==> src/pfu_pkg.sv <==
package pfu_pkg;

  // clock and time base
  localparam int unsigned CLK_NS      = 25;
  localparam int unsigned TS_RES_NS   = 1_000_000;              // time stamp resolution, 1 ms
  localparam int unsigned TS_CYC      = TS_RES_NS / CLK_NS;     // clocks per millisecond
  localparam int unsigned CYC_MS      = 5;                      // processing cycle in ms
  localparam logic [2:0]  CYC_LAST    = 3'(CYC_MS - 1);

  // thresholds in hundredths of power factor
  localparam logic [6:0]  THR_MIN       = 7'h05;
  localparam logic [6:0]  THR_MAX       = 7'h63;                // 0.99
  localparam logic [6:0]  TRIP_THR_RST  = 7'h50;                // 0.80
  localparam logic [6:0]  ALARM_THR_RST = 7'h5A;                // 0.90
  localparam logic [15:0] PCT_FULL      = 16'h0064;             // 100 %
  localparam logic [15:0] PCT_RELEASE   = 16'h0067;             // 103 %

  // delays in processing cycles
  localparam int unsigned DLY_MAX_MS  = 1_800_000;
  localparam logic [19:0] DLY_MAX     = 20'(DLY_MAX_MS / CYC_MS);
  localparam logic [19:0] DLY_RST     = 20'h00000;

  // mode and event keep reset values
  localparam logic        MODE_RST     = 1'b1;                  // trips and alarms
  localparam logic        KEEP_ON_RST  = 1'b1;
  localparam logic        KEEP_OFF_RST = 1'b1;

  // pre-trigger history
  localparam int unsigned PRE_SHORT_MS = 20;
  localparam int unsigned PRE_LONG_MS  = 200;
  localparam int unsigned PRE_SHORT    = PRE_SHORT_MS / CYC_MS;
  localparam int unsigned HIST_DEPTH   = PRE_LONG_MS / CYC_MS;
  localparam int unsigned REC_DEPTH    = 12;
  localparam logic [3:0]  REC_LAST     = 4'(REC_DEPTH - 1);

  // register offsets
  localparam logic [7:0] OFS_CTRL      = 8'h00;
  localparam logic [7:0] OFS_TRIP_THR  = 8'h04;
  localparam logic [7:0] OFS_ALARM_THR = 8'h08;
  localparam logic [7:0] OFS_TRIP_DLY  = 8'h0C;
  localparam logic [7:0] OFS_ALARM_DLY = 8'h10;
  localparam logic [7:0] OFS_REL_DLY   = 8'h14;
  localparam logic [7:0] OFS_STATUS    = 8'h18;
  localparam logic [7:0] OFS_RATIO     = 8'h1C;
  localparam logic [7:0] OFS_TRIP_REM  = 8'h20;
  localparam logic [7:0] OFS_ALARM_REM = 8'h24;
  localparam logic [7:0] OFS_CNT0      = 8'h28;                 // five counters, one word each
  localparam logic [7:0] OFS_CNT_CLR   = 8'h3C;
  localparam logic [7:0] OFS_REC_SEL   = 8'h40;
  localparam logic [7:0] OFS_REC_TS    = 8'h44;
  localparam logic [7:0] OFS_REC_PF    = 8'h48;
  localparam logic [7:0] OFS_REC_REM   = 8'h4C;

  // control field positions
  localparam int unsigned CTRL_MODE     = 0;
  localparam int unsigned CTRL_KEEP_ON  = 1;
  localparam int unsigned CTRL_KEEP_OFF = 2;

  // status codes
  localparam logic [2:0] ST_NORMAL  = 3'h0;
  localparam logic [2:0] ST_START   = 3'h1;
  localparam logic [2:0] ST_TRIP    = 3'h2;
  localparam logic [2:0] ST_BLOCKED = 3'h3;
  localparam logic [2:0] ST_ASTART  = 3'h4;
  localparam logic [2:0] ST_ALARM   = 3'h5;

  // output bit positions and record event names
  localparam int unsigned O_ASTART = 0;
  localparam int unsigned O_ALARM  = 1;
  localparam int unsigned O_START  = 2;
  localparam int unsigned O_TRIP   = 3;
  localparam int unsigned O_BLK    = 4;
  localparam logic [1:0] REC_START   = 2'h1;
  localparam logic [1:0] REC_TRIP    = 2'h2;
  localparam logic [1:0] REC_BLOCKED = 2'h3;
  localparam logic [1:0] FAULT_3PH   = 2'h3;

  typedef struct packed {
    logic blocked;
    logic trip;
    logic start;
    logic alarm;
    logic alarm_start;
  } pfu_outs_t;

  typedef struct packed {
    logic        valid;
    logic [4:0]  on;
    logic [4:0]  off;
    logic [31:0] ms;
    logic [7:0]  pf;
    logic [1:0]  fault;
  } pfu_evt_t;

  typedef struct packed {
    logic        pick;
    logic        strt;
    logic        op;
    logic        blk;
    logic [19:0] cnt;
    logic [19:0] rel;
  } pfu_path_t;

  typedef struct packed {
    logic [31:0] ms;
    logic [1:0]  name;
    logic [2:0]  pset;
    logic [7:0]  pf_pre;
    logic [7:0]  pf_now;
    logic [7:0]  pf_long;
    logic [19:0] rem;
  } pfu_rec_t;

endpackage : pfu_pkg

==> src/pfu_low_pf_stage.sv <==
// Local design decisions: the placing of the registers and the address-and-strobe port.
module pfu_low_pf_stage
  import pfu_pkg::*;
#(
  parameter int unsigned MS_CYCLES = TS_CYC
) (
  // clock and reset
  input  wire logic        clk,
  input  wire logic        sys_rst,
  // register port
  input  wire logic [7:0]  reg_addr,
  input  wire logic [31:0] reg_wdata,
  input  wire logic        reg_wr,
  input  wire logic        reg_rd,
  output logic      [31:0] reg_rdata,
  // measurement chain and blocking matrix
  input  wire logic [7:0]  pf_in,
  input  wire logic        blk_in,
  input  wire logic [2:0]  param_set_sel,
  // stage outputs and events
  output pfu_outs_t        outs,
  output logic             blk_notice,
  output pfu_evt_t         evt
);

  if (MS_CYCLES < 2 || MS_CYCLES > 65535) begin : g_chk
    $error("MS_CYCLES out of range");
  end

  typedef struct packed {
    logic [15:0]                  ms_div;
    logic [2:0]                   sub;
    logic [31:0]                  ms;
    logic                         mode;
    logic                         keep_on;
    logic                         keep_off;
    logic [6:0]                   trip_thr;
    logic [6:0]                   alarm_thr;
    logic [19:0]                  trip_dly;
    logic [19:0]                  alarm_dly;
    logic [19:0]                  rel_dly;
    pfu_path_t [1:0]              path;
    logic [15:0]                  trip_ratio;
    logic [15:0]                  alarm_ratio;
    logic [HIST_DEPTH-1:0][7:0]   hist;
    pfu_outs_t                    outs;
    logic [4:0][15:0]             cnt;
    pfu_rec_t [REC_DEPTH-1:0]     rec;
    logic [3:0]                   rec_wp;
    logic [3:0]                   rec_sel;
    logic [31:0]                  rdata;
    logic                         notice;
    pfu_evt_t                     evt;
  } pfu_state_t;

  localparam logic [15:0] MS_LAST = 16'(MS_CYCLES - 1);

  pfu_state_t s_r;
  pfu_state_t s_nxt;
  logic       ms_tick;
  logic       tick;

  // millisecond stamp and 5 ms processing tick share one divider
  assign ms_tick = (s_r.ms_div == MS_LAST);
  assign tick    = ms_tick && (s_r.sub == CYC_LAST);

  function automatic logic [6:0] clamp_thr(input logic [31:0] v);
    if (v[31:7] != '0 || v[6:0] > THR_MAX) begin
      clamp_thr = THR_MAX;
    end else if (v[6:0] < THR_MIN) begin
      clamp_thr = THR_MIN;
    end else begin
      clamp_thr = v[6:0];
    end
  endfunction : clamp_thr

  function automatic logic [19:0] clamp_dly(input logic [31:0] v);
    clamp_dly = (v > 32'(DLY_MAX)) ? DLY_MAX : v[19:0];
  endfunction : clamp_dly

  // whole next-state computation; the reset value is forced at the end
  always_comb begin
    logic        blk;
    logic        en;
    logic        pick;
    logic [6:0]  thr;
    logic [19:0] dly;
    logic [19:0] cnt_n;
    logic [4:0]  old_o;
    logic [4:0]  new_o;
    logic [4:0]  rise;
    logic [4:0]  fall;
    logic [4:0]  ridx;
    pfu_rec_t    r;
    blk   = 1'b0;
    en    = 1'b0;
    pick  = 1'b0;
    thr   = '0;
    dly   = '0;
    cnt_n = '0;
    old_o = s_r.outs;
    new_o = s_r.outs;
    rise  = '0;
    fall  = '0;
    ridx  = '0;
    r     = '0;
    s_nxt = s_r;
    s_nxt.rdata  = '0;
    s_nxt.notice = 1'b0;
    s_nxt.evt    = '0;

    // time base
    s_nxt.ms_div = ms_tick ? '0 : s_r.ms_div + 16'h0001;
    if (ms_tick) begin
      s_nxt.ms  = s_r.ms + 32'h0000_0001;
      s_nxt.sub = (s_r.sub == CYC_LAST) ? '0 : s_r.sub + 3'h1;
    end

    if (tick) begin
      blk = blk_in;
      // one loop over trip path (0) and alarm path (1)
      for (int p = 0; p < 2; p++) begin
        thr = (p == 0) ? s_r.trip_thr : s_r.alarm_thr;
        dly = (p == 0) ? s_r.trip_dly : s_r.alarm_dly;
        en  = (p == 0) ? 1'b1 : s_r.mode;
        if (!en) begin
          pick = 1'b0;
        end else if (s_r.path[p].pick) begin
          // hysteresis tied to the setting, never to the measurement
          pick = (16'(pf_in) * PCT_FULL) < (16'(thr) * PCT_RELEASE);
        end else begin
          pick = pf_in < {1'b0, thr};
        end
        s_nxt.path[p].pick = pick;
        s_nxt.path[p].blk  = pick && blk;
        if (pick && !blk) begin
          // definite time only: a plain count of cycles
          cnt_n              = (s_r.path[p].cnt < dly) ? s_r.path[p].cnt + 20'h00001 : s_r.path[p].cnt;
          s_nxt.path[p].strt = 1'b1;
          s_nxt.path[p].cnt  = cnt_n;
          s_nxt.path[p].rel  = '0;
          s_nxt.path[p].op   = (cnt_n >= dly);
        end else begin
          // blocking drops start exactly like a lost pickup
          s_nxt.path[p].strt = 1'b0;
          s_nxt.path[p].op   = 1'b0;
          if (s_r.path[p].cnt != '0) begin
            if (s_r.path[p].rel + 20'h00001 >= s_r.rel_dly) begin
              s_nxt.path[p].cnt = '0;
              s_nxt.path[p].rel = '0;
            end else begin
              s_nxt.path[p].rel = s_r.path[p].rel + 20'h00001;
            end
          end
        end
      end

      // ratios refreshed every cycle
      s_nxt.trip_ratio  = 16'((16'(pf_in) * PCT_FULL) / 16'(s_r.trip_thr));
      s_nxt.alarm_ratio = 16'((16'(pf_in) * PCT_FULL) / 16'(s_r.alarm_thr));

      new_o[O_START]  = s_nxt.path[0].strt;
      new_o[O_TRIP]   = s_nxt.path[0].op;
      new_o[O_ASTART] = s_nxt.path[1].strt;
      new_o[O_ALARM]  = s_nxt.path[1].op;
      new_o[O_BLK]    = s_nxt.path[0].blk || s_nxt.path[1].blk;
      s_nxt.outs      = new_o;
      rise = new_o & ~old_o;
      fall = old_o & ~new_o;

      // all edges of one cycle leave in one event with one stamp
      s_nxt.evt.on    = s_r.keep_on ? rise : '0;
      s_nxt.evt.off   = s_r.keep_off ? fall : '0;
      s_nxt.evt.valid = (s_nxt.evt.on != '0) || (s_nxt.evt.off != '0);
      s_nxt.evt.ms    = s_r.ms;
      s_nxt.evt.pf    = pf_in;
      s_nxt.evt.fault = FAULT_3PH;
      s_nxt.notice    = rise[O_BLK];

      for (int i = 0; i < 5; i++) begin
        if (rise[i] && s_r.cnt[i] != 16'hFFFF) begin
          s_nxt.cnt[i] = s_r.cnt[i] + 16'h0001;
        end
      end

      // one record per cycle; blocked beats trip beats start
      if (rise[O_BLK] || rise[O_TRIP] || rise[O_START]) begin
        r.ms      = s_r.ms;
        r.name    = rise[O_BLK] ? REC_BLOCKED : (rise[O_TRIP] ? REC_TRIP : REC_START);
        r.pset    = param_set_sel;
        r.pf_pre  = s_r.hist[PRE_SHORT-1];
        r.pf_now  = pf_in;
        r.pf_long = s_r.hist[HIST_DEPTH-1];
        r.rem     = s_r.trip_dly - s_nxt.path[0].cnt;
        s_nxt.rec[s_r.rec_wp] = r;
        s_nxt.rec_wp = (s_r.rec_wp == REC_LAST) ? '0 : s_r.rec_wp + 4'h1;
      end

      // shift history after use so entry k holds the sample k+1 cycles old
      s_nxt.hist = {s_r.hist[HIST_DEPTH-2:0], pf_in};
    end

    // register writes
    if (reg_wr) begin
      unique case (reg_addr)
        OFS_CTRL: begin
          s_nxt.mode     = reg_wdata[CTRL_MODE];
          s_nxt.keep_on  = reg_wdata[CTRL_KEEP_ON];
          s_nxt.keep_off = reg_wdata[CTRL_KEEP_OFF];
        end
        OFS_TRIP_THR:  s_nxt.trip_thr  = clamp_thr(reg_wdata);
        OFS_ALARM_THR: s_nxt.alarm_thr = clamp_thr(reg_wdata);
        OFS_TRIP_DLY:  s_nxt.trip_dly  = clamp_dly(reg_wdata);
        OFS_ALARM_DLY: s_nxt.alarm_dly = clamp_dly(reg_wdata);
        OFS_REL_DLY:   s_nxt.rel_dly   = clamp_dly(reg_wdata);
        OFS_CNT_CLR: begin
          // clear before count, so a count in the same cycle survives
          for (int i = 0; i < 5; i++) begin
            if (reg_wdata[i]) begin
              s_nxt.cnt[i] = (tick && rise[i]) ? 16'h0001 : 16'h0000;
            end
          end
        end
        OFS_REC_SEL: s_nxt.rec_sel = (reg_wdata[31:4] != '0 || reg_wdata[3:0] > REC_LAST) ? REC_LAST : reg_wdata[3:0];
        default: ;
      endcase
    end

    // register reads, answered in the next cycle; unmapped reads zero
    if (reg_rd) begin
      ridx = 5'(s_r.rec_wp) + 5'(REC_LAST) - 5'(s_r.rec_sel);
      if (ridx >= 5'(REC_DEPTH)) begin
        ridx = ridx - 5'(REC_DEPTH);
      end
      unique case (reg_addr)
        OFS_CTRL:      s_nxt.rdata = {29'h0, s_r.keep_off, s_r.keep_on, s_r.mode};
        OFS_TRIP_THR:  s_nxt.rdata = {25'h0, s_r.trip_thr};
        OFS_ALARM_THR: s_nxt.rdata = {25'h0, s_r.alarm_thr};
        OFS_TRIP_DLY:  s_nxt.rdata = {12'h0, s_r.trip_dly};
        OFS_ALARM_DLY: s_nxt.rdata = {12'h0, s_r.alarm_dly};
        OFS_REL_DLY:   s_nxt.rdata = {12'h0, s_r.rel_dly};
        OFS_STATUS: begin
          s_nxt.rdata[8:4] = s_r.outs;
          if (s_r.outs.trip) begin
            s_nxt.rdata[2:0] = ST_TRIP;
          end else if (s_r.outs.alarm) begin
            s_nxt.rdata[2:0] = ST_ALARM;
          end else if (s_r.outs.start) begin
            s_nxt.rdata[2:0] = ST_START;
          end else if (s_r.outs.alarm_start) begin
            s_nxt.rdata[2:0] = ST_ASTART;
          end else if (s_r.outs.blocked) begin
            s_nxt.rdata[2:0] = ST_BLOCKED;
          end else begin
            s_nxt.rdata[2:0] = ST_NORMAL;
          end
        end
        OFS_RATIO: s_nxt.rdata = {s_r.alarm_ratio, s_r.trip_ratio};
        // remaining time in 5 ms steps, trip sign extended, alarm zero extended
        OFS_TRIP_REM: s_nxt.rdata = s_r.path[0].strt ?
          32'(signed'({1'b0, s_r.trip_dly}) - signed'({1'b0, s_r.path[0].cnt})) : '0;
        OFS_ALARM_REM: s_nxt.rdata = s_r.path[1].strt ? {12'h0, s_r.alarm_dly - s_r.path[1].cnt} : '0;
        OFS_REC_SEL:   s_nxt.rdata = {28'h0, s_r.rec_sel};
        OFS_REC_TS:    s_nxt.rdata = s_r.rec[ridx[3:0]].ms;
        OFS_REC_PF:    s_nxt.rdata = {1'b0, s_r.rec[ridx[3:0]].pset, s_r.rec[ridx[3:0]].name, 2'h0,
          s_r.rec[ridx[3:0]].pf_long, s_r.rec[ridx[3:0]].pf_now, s_r.rec[ridx[3:0]].pf_pre};
        OFS_REC_REM:   s_nxt.rdata = {12'h0, s_r.rec[ridx[3:0]].rem};
        default: begin
          for (int i = 0; i < 5; i++) begin
            if (reg_addr == OFS_CNT0 + 8'(4 * i)) begin
              s_nxt.rdata = {16'h0, s_r.cnt[i]};
            end
          end
        end
      endcase
    end

    if (sys_rst) begin
      s_nxt           = '0;
      s_nxt.mode      = MODE_RST;
      s_nxt.keep_on   = KEEP_ON_RST;
      s_nxt.keep_off  = KEEP_OFF_RST;
      s_nxt.trip_thr  = TRIP_THR_RST;
      s_nxt.alarm_thr = ALARM_THR_RST;
      s_nxt.trip_dly  = DLY_RST;
      s_nxt.alarm_dly = DLY_RST;
      s_nxt.rel_dly   = DLY_RST;
    end
  end

  // one register for the whole state
  always_ff @(posedge clk) begin
    s_r <= s_nxt;
  end

  assign reg_rdata  = s_r.rdata;
  assign outs       = s_r.outs;
  assign blk_notice = s_r.notice;
  assign evt        = s_r.evt;
endmodule : pfu_low_pf_stage

==> config.mk <==
export PLATFORM = sky130hd
export DESIGN_NAME = pfu_low_pf_stage
export DESIGN_NICKNAME = d
export VERILOG_FILES = /design/src/pfu_pkg.sv /design/src/pfu_low_pf_stage.sv
export SDC_FILE = /design/constraint.sdc
export NUM_CORES = 2
export LEC_CHECK = 0
export ABC_AREA = 0
export CAP_MARGIN = 10
export CORE_MARGIN = 2
export CORE_UTILIZATION = 35
export CTS_CLUSTER_DIAMETER = 40
export CTS_CLUSTER_SIZE = 25
export DETAILED_ROUTE_END_ITERATION = 16
export DONT_BUFFER_PORTS = 1
export PLACE_DENSITY_LB_ADDON = 0.3
export RECOVER_POWER = 100
export REMOVE_ABC_BUFFERS = 1
export SYNTH_ARGS = -nofsm -noshare
export SYNTH_HDL_FRONTEND = slang
export SYNTH_SLANG_ARGS = --single-unit
==> constraint.sdc <==
create_clock -name clk -period 75.7 [get_ports clk]
set_input_delay 0 -clock clk [delete_from_list [all_inputs] [get_ports clk]]
set_output_delay 0 -clock clk [all_outputs]
set_load 0.05 [all_outputs]
# Word level (Yosys, flattened, before mapping)
# Index checks and enable logic that the tools add are counted.
word_totals:
  ramBits: 0
  latch_bits: 0
  wordCells: 362
  input_bits: 56
  out_inout_bits: 91
  regBits: 1713
  memories: 0
  rom_bits: 0
classes:
  bitwise: 6
  div: 2
  eq_ne: 28
  n_addsub: 19
  n_shift: 0
  mul: 3
  n_lt_le_gt_ge: 18
  n_reduce_logical: 49
  n_mux: 74
op_table:
  columns: ["op", "n"]
  rows:
  - ["two-way mux 1056 bit", 1]
  - ["two-way mux 976 bit", 1]
  - ["bitwise mux 972 bit", 1]
  - ["binary-select mux 81 bit (select 4 bit)", 1]
  - ["demux 81 bit (select 4 bit)", 1]
  - ["one-hot mux 23 bit (10 select lines)", 1]
  - ["two-way mux 40 bit", 5]
  - ["two-way mux 16 bit", 11]
  - ["two-way mux 81 bit", 2]
  - ["two-way mux 20 bit", 8]
  - ["two-way mux 32 bit", 5]
  - ["two-way mux 80 bit", 2]
  - ["adder 16 x 1 -> 16 bit (second input constant)", 6]
  - ["adder 20 x 1 -> 20 bit (second input constant)", 4]
  - [">= comparator 20 bit", 4]
  - ["inequality test 16 bit (second input constant)", 5]
  - ["one-hot mux 5 bit (13 select lines)", 1]
  - ["== test 8 x 6 -> 1 bit (second input constant)", 8]
  - ["one-hot mux 3 bit (14 select lines)", 1]
  - ["< comparator 20 bit", 2]
  - ["nonzero test 20 bit", 2]
  - ["subtractor 20 bit", 2]
  - ["adder 32 x 1 -> 32 bit (second input constant)", 1]
  - ["divider 15 x 7 -> 16 bit", 2]
  - ["47 further kinds", 122]

# Depth between registers and ports, before layout
logic_depth:
  ltp_word: 17
  depth_mapped: 188
  ltp_nobuf: 175

# Least setup slack after synthesis
# No wires, ideal clock.
synth_timing:
  kind: "input to register"
  start: "input pf_in[1]"
  end: "register s_r[1487] in the netlist's numbering"
  cell_stages: 184
  arrival_ns: 35.205
  t_required_ns: 75.574
  slack_ns: 40.369
  setup_time_ns: 0.126
  n_path_buf: 16
  path_cell_list: "clkbuf_1 -> clkbuf_1 -> inv_1 -> ha_1 -> ha_1 -> ha_1 -> fa_1 -> a21o_1 -> a221oi_4 -> xor2_4 -> inv_4 -> nor4_2 -> and2_0 -> clkbuf_1 -> o22a_1 -> nor2_1 -> ha_1 -> o21a_1 -> (+148 left out) -> ha_1 -> o21ai_0 -> nand2_1 -> a21o_1 -> a21o_1 -> a21o_1 -> a21oi_1 -> o211ai_1 -> or4b_4 -> clkbuf_1 -> mux2i_1 -> ha_1 -> a21o_1 -> a211oi_1 -> a21oi_1 -> o41a_1 -> a2111oi_2 -> a21oi_1"
synth_via:
  elab_chain_len: 2
synth_rtl:
  columns: ["item", "line", "source"]
  rows:
  - ["start, declared", "pfu_low_pf_stage.sv:17", "input wire logic [7:0] pf_in,"]
  - ["multiplier 8 x 5 -> 13 bit", "pfu_low_pf_stage.sv:159", "s_nxt.trip_ratio = 16'((16'(pf_in) * PCT_FULL) / 16'(s_r.trip_thr));"]
  - ["divider 15 x 7 -> 16 bit", "pfu_low_pf_stage.sv:159", null]
  - ["end signal, assigned", "pfu_low_pf_stage.sv:293", "s_r <= s_nxt;"]
  - ["end, declared", "pfu_low_pf_stage.sv:58", "pfu_state_t s_r;"]
# Every way passes these cells.
# A chain may end at the register's enable or synchronous reset.

# Worst setup path in the final report
layout_timing:
  start: "input pf_in[2]"
  end: "register s_r[1487] in the netlist's numbering"
# The elaborated chain is that of the path after synthesis.

==> results.yml <==
outcome:
  status: "complete, but fails checks"
  violations: "capacitance limit, slew limit"
drt:
  drtIter0Drc: 8723
  routed_wl_um: 324700
  final_antenna_net_count: 0
  drtPass1Iterations: 7
  drc_errors: 0
  routedWlPerCell_um: 22.09
  viasPerCell: 5.639
  vias: 82895
timing:
  timing.fmax_ghz: 0.02210
  finalSetupViolCount: 0
  fin_hold_ws_ps: 65.77
  slew_viol_final: 2939
  relSlewSlack_pct: -563.4
  fin_worst_skew_ps: 145.8
  timing.final.crit_share_pct: 59.77
  rsz0062_at_grt: "false"
  period_needed_ps: 45250
  report.final.hold_viol_count: 0
  setup_tns_ps: 0
  tightestPinTransition_ps: 9951
clocking:
  holdBufCountCts: 83
  cts_buffer_depth: 4
  cts-root-buf: "clkbuf_16"
  cts_inserted_buffers: 311
  cts_sinks: 1712
  cts_tree: "yes"
  cts_setup_buffers: 0
  path_clk_slew_ps: 40
  ctsResizeCount: 0
  cts_htree_levels: 5
  clk-insertion-delay-late_ps: 940
setup_path:
  critPathMaxStageDelay_ps: 1230
  cp-start-kind: "primary input"
  slowest_stage: "nor3b_1"
  r2r_slack_ps: 33350
  worstSetupPathType: "in2reg"
  cp_max_fo: 15
  worstSetupEndpointType: "flop"
  path_common_cell: "o21a_1"
  critPathRequiredTime_ps: 76400
  cp_data_arrival_time_ps: 45940
synthesis:
  synth.distinct_cells: 129
  synth_seq_area_share_pct: 37.99
  yosysMostFrequentCell: "nand2_1"
  synth_edf_count: 0
  synth_area_mm2: 0.09021
  synth_commonest_cells: "nand2_1 (2,879), dfxtp_1 (1,712), a21oi_1 (1,653)"
  avgSynthCellArea_um2: 7.894
  syn_inst: 11428
  synthArstFlopShare_pct: 0
  synth_top_area_share_pct: 37.99
  ys_ff_latch: 1712
  ys.flop_type: "dfxtp_1"
  ys.warnings.count: 0
  synth_largest_area_cell: "dfxtp_1"
  synth_top_cells_by_area: "dfxtp_1 (38%), nand2_1 (12%), a21oi_1 (9.2%), ha_1 (6.9%), mux4_2 (3.8%)"
global_routing:
  grt_pass1_wl_um: 490100
  grt_antenna_before_repair: 14
  grt_use_total_pct: 23.85
  grt_max_degree: 231
  grt_pass1_vias: 79218
  grt_overflow: 0
layout:
  postLayoutCellArea_mm2: 0.1040
  syn2layout_area_growth_pct: 15.31
  layout-drive-gt1-share_pct: 8.334
  final_nets: 11635
  fillers: 25504
  finalNonFillerCells: 14699
die:
  fp.dieH_um: 511.7
  initial_utilization_pct: 35.14
  fp-row-count: 186
  dieWidth_um: 511.7
  dieArea_mm2: 0.2618
  pin_count: 147
  coreArea_mm2: 0.2567
placement:
  place_area_mm2: 0.09225
  gp_congestion: 0.9432
  portBuffers: 0
  dp.cells: 14041
  place_hpwl_um: 205000
worst_hold_path:
  hold_class: "in2reg"
flow_run:
  drv_cap: 53
[final cells by class]
type / count / area [um^2] / share of cell area, %
multi-input combinational: 8493 / 51150 / 49.17
sequential: 1712 / 34270 / 32.95
clock buffer: 378 / 8647 / 8.312
tap: 3384 / 4234 / 4.070
clock inverter: 184 / 2698 / 2.593
timing repair buffer: 225 / 1827 / 1.756
inverter: 311 / 1171 / 1.126
antenna: 12 / 30.03 / 0.02887
[cells in the final DEF (no fill, tap or decap), drive strengths merged, types with 154 or more instances in the layout]
cell,count
a211oi,154
a21oi,1655
nor3,209
ha,498
xnor2,160
nor2,652
o21ai,225
nand3,155
nand2,2880
inv,362
xor2,172
clkbuf,420
dfxtp,1712
[cells by family after synthesis]
group / count (synthesis) / share of synthesized area (%)
and+or+nand+nor: 4472 / 21.07
AOI/OAI and AO/OA: 2925 / 19.85
buffers and inverters: 1223 / 5.502
xor gates and xnor gates: 332 / 3.252
muxes: 238 / 4.822
DFF: 1712 / 37.99
adders and majority gates: 526 / 7.517
[final timing paths]
kind	endpoint	from	cells after the start
max	s_r[1487]	pf_in[2]	166
min	s_r[1590]	pf_in[4]	7
max reg2reg	s_r[1487]	s_r[1663]	159
min reg2reg	s_r[1327]	s_r[1319]	2
[metrics by stage]
step | utilization (%) | setup WS, ps
3_3_place_gp | 35.94 | 34420
2_1_floorplan | - | 40370
5_1_grt | 40.52 | 26280
6_report | 40.53 | 30450
3_5_place_dp | 35.94 | 33970
4_1_cts | 40.68 | 33340
[layer usage]
| metal | part of all wire, % | GRT usage (%) |
|---|---|---|
| met5 | 0.020 | 0 |
| met3 | 8.8 | 5.183 |
| met2 | 45 | 38.65 |
| met4 | 4.6 | 10.56 |
| met1 | 41 | 30.34 |
[worst max-delay path: cells and delay by family]
family,cells,cell delay [ps]
mux,4,1110
buf+inv,6,2010
compound gates,96,24040
simple gates,40,12290
fa+ha+maj,20,6420
Power is not shown: default switching activity piles up to over one toggle a cycle in this logic, so the estimate is an artifact.
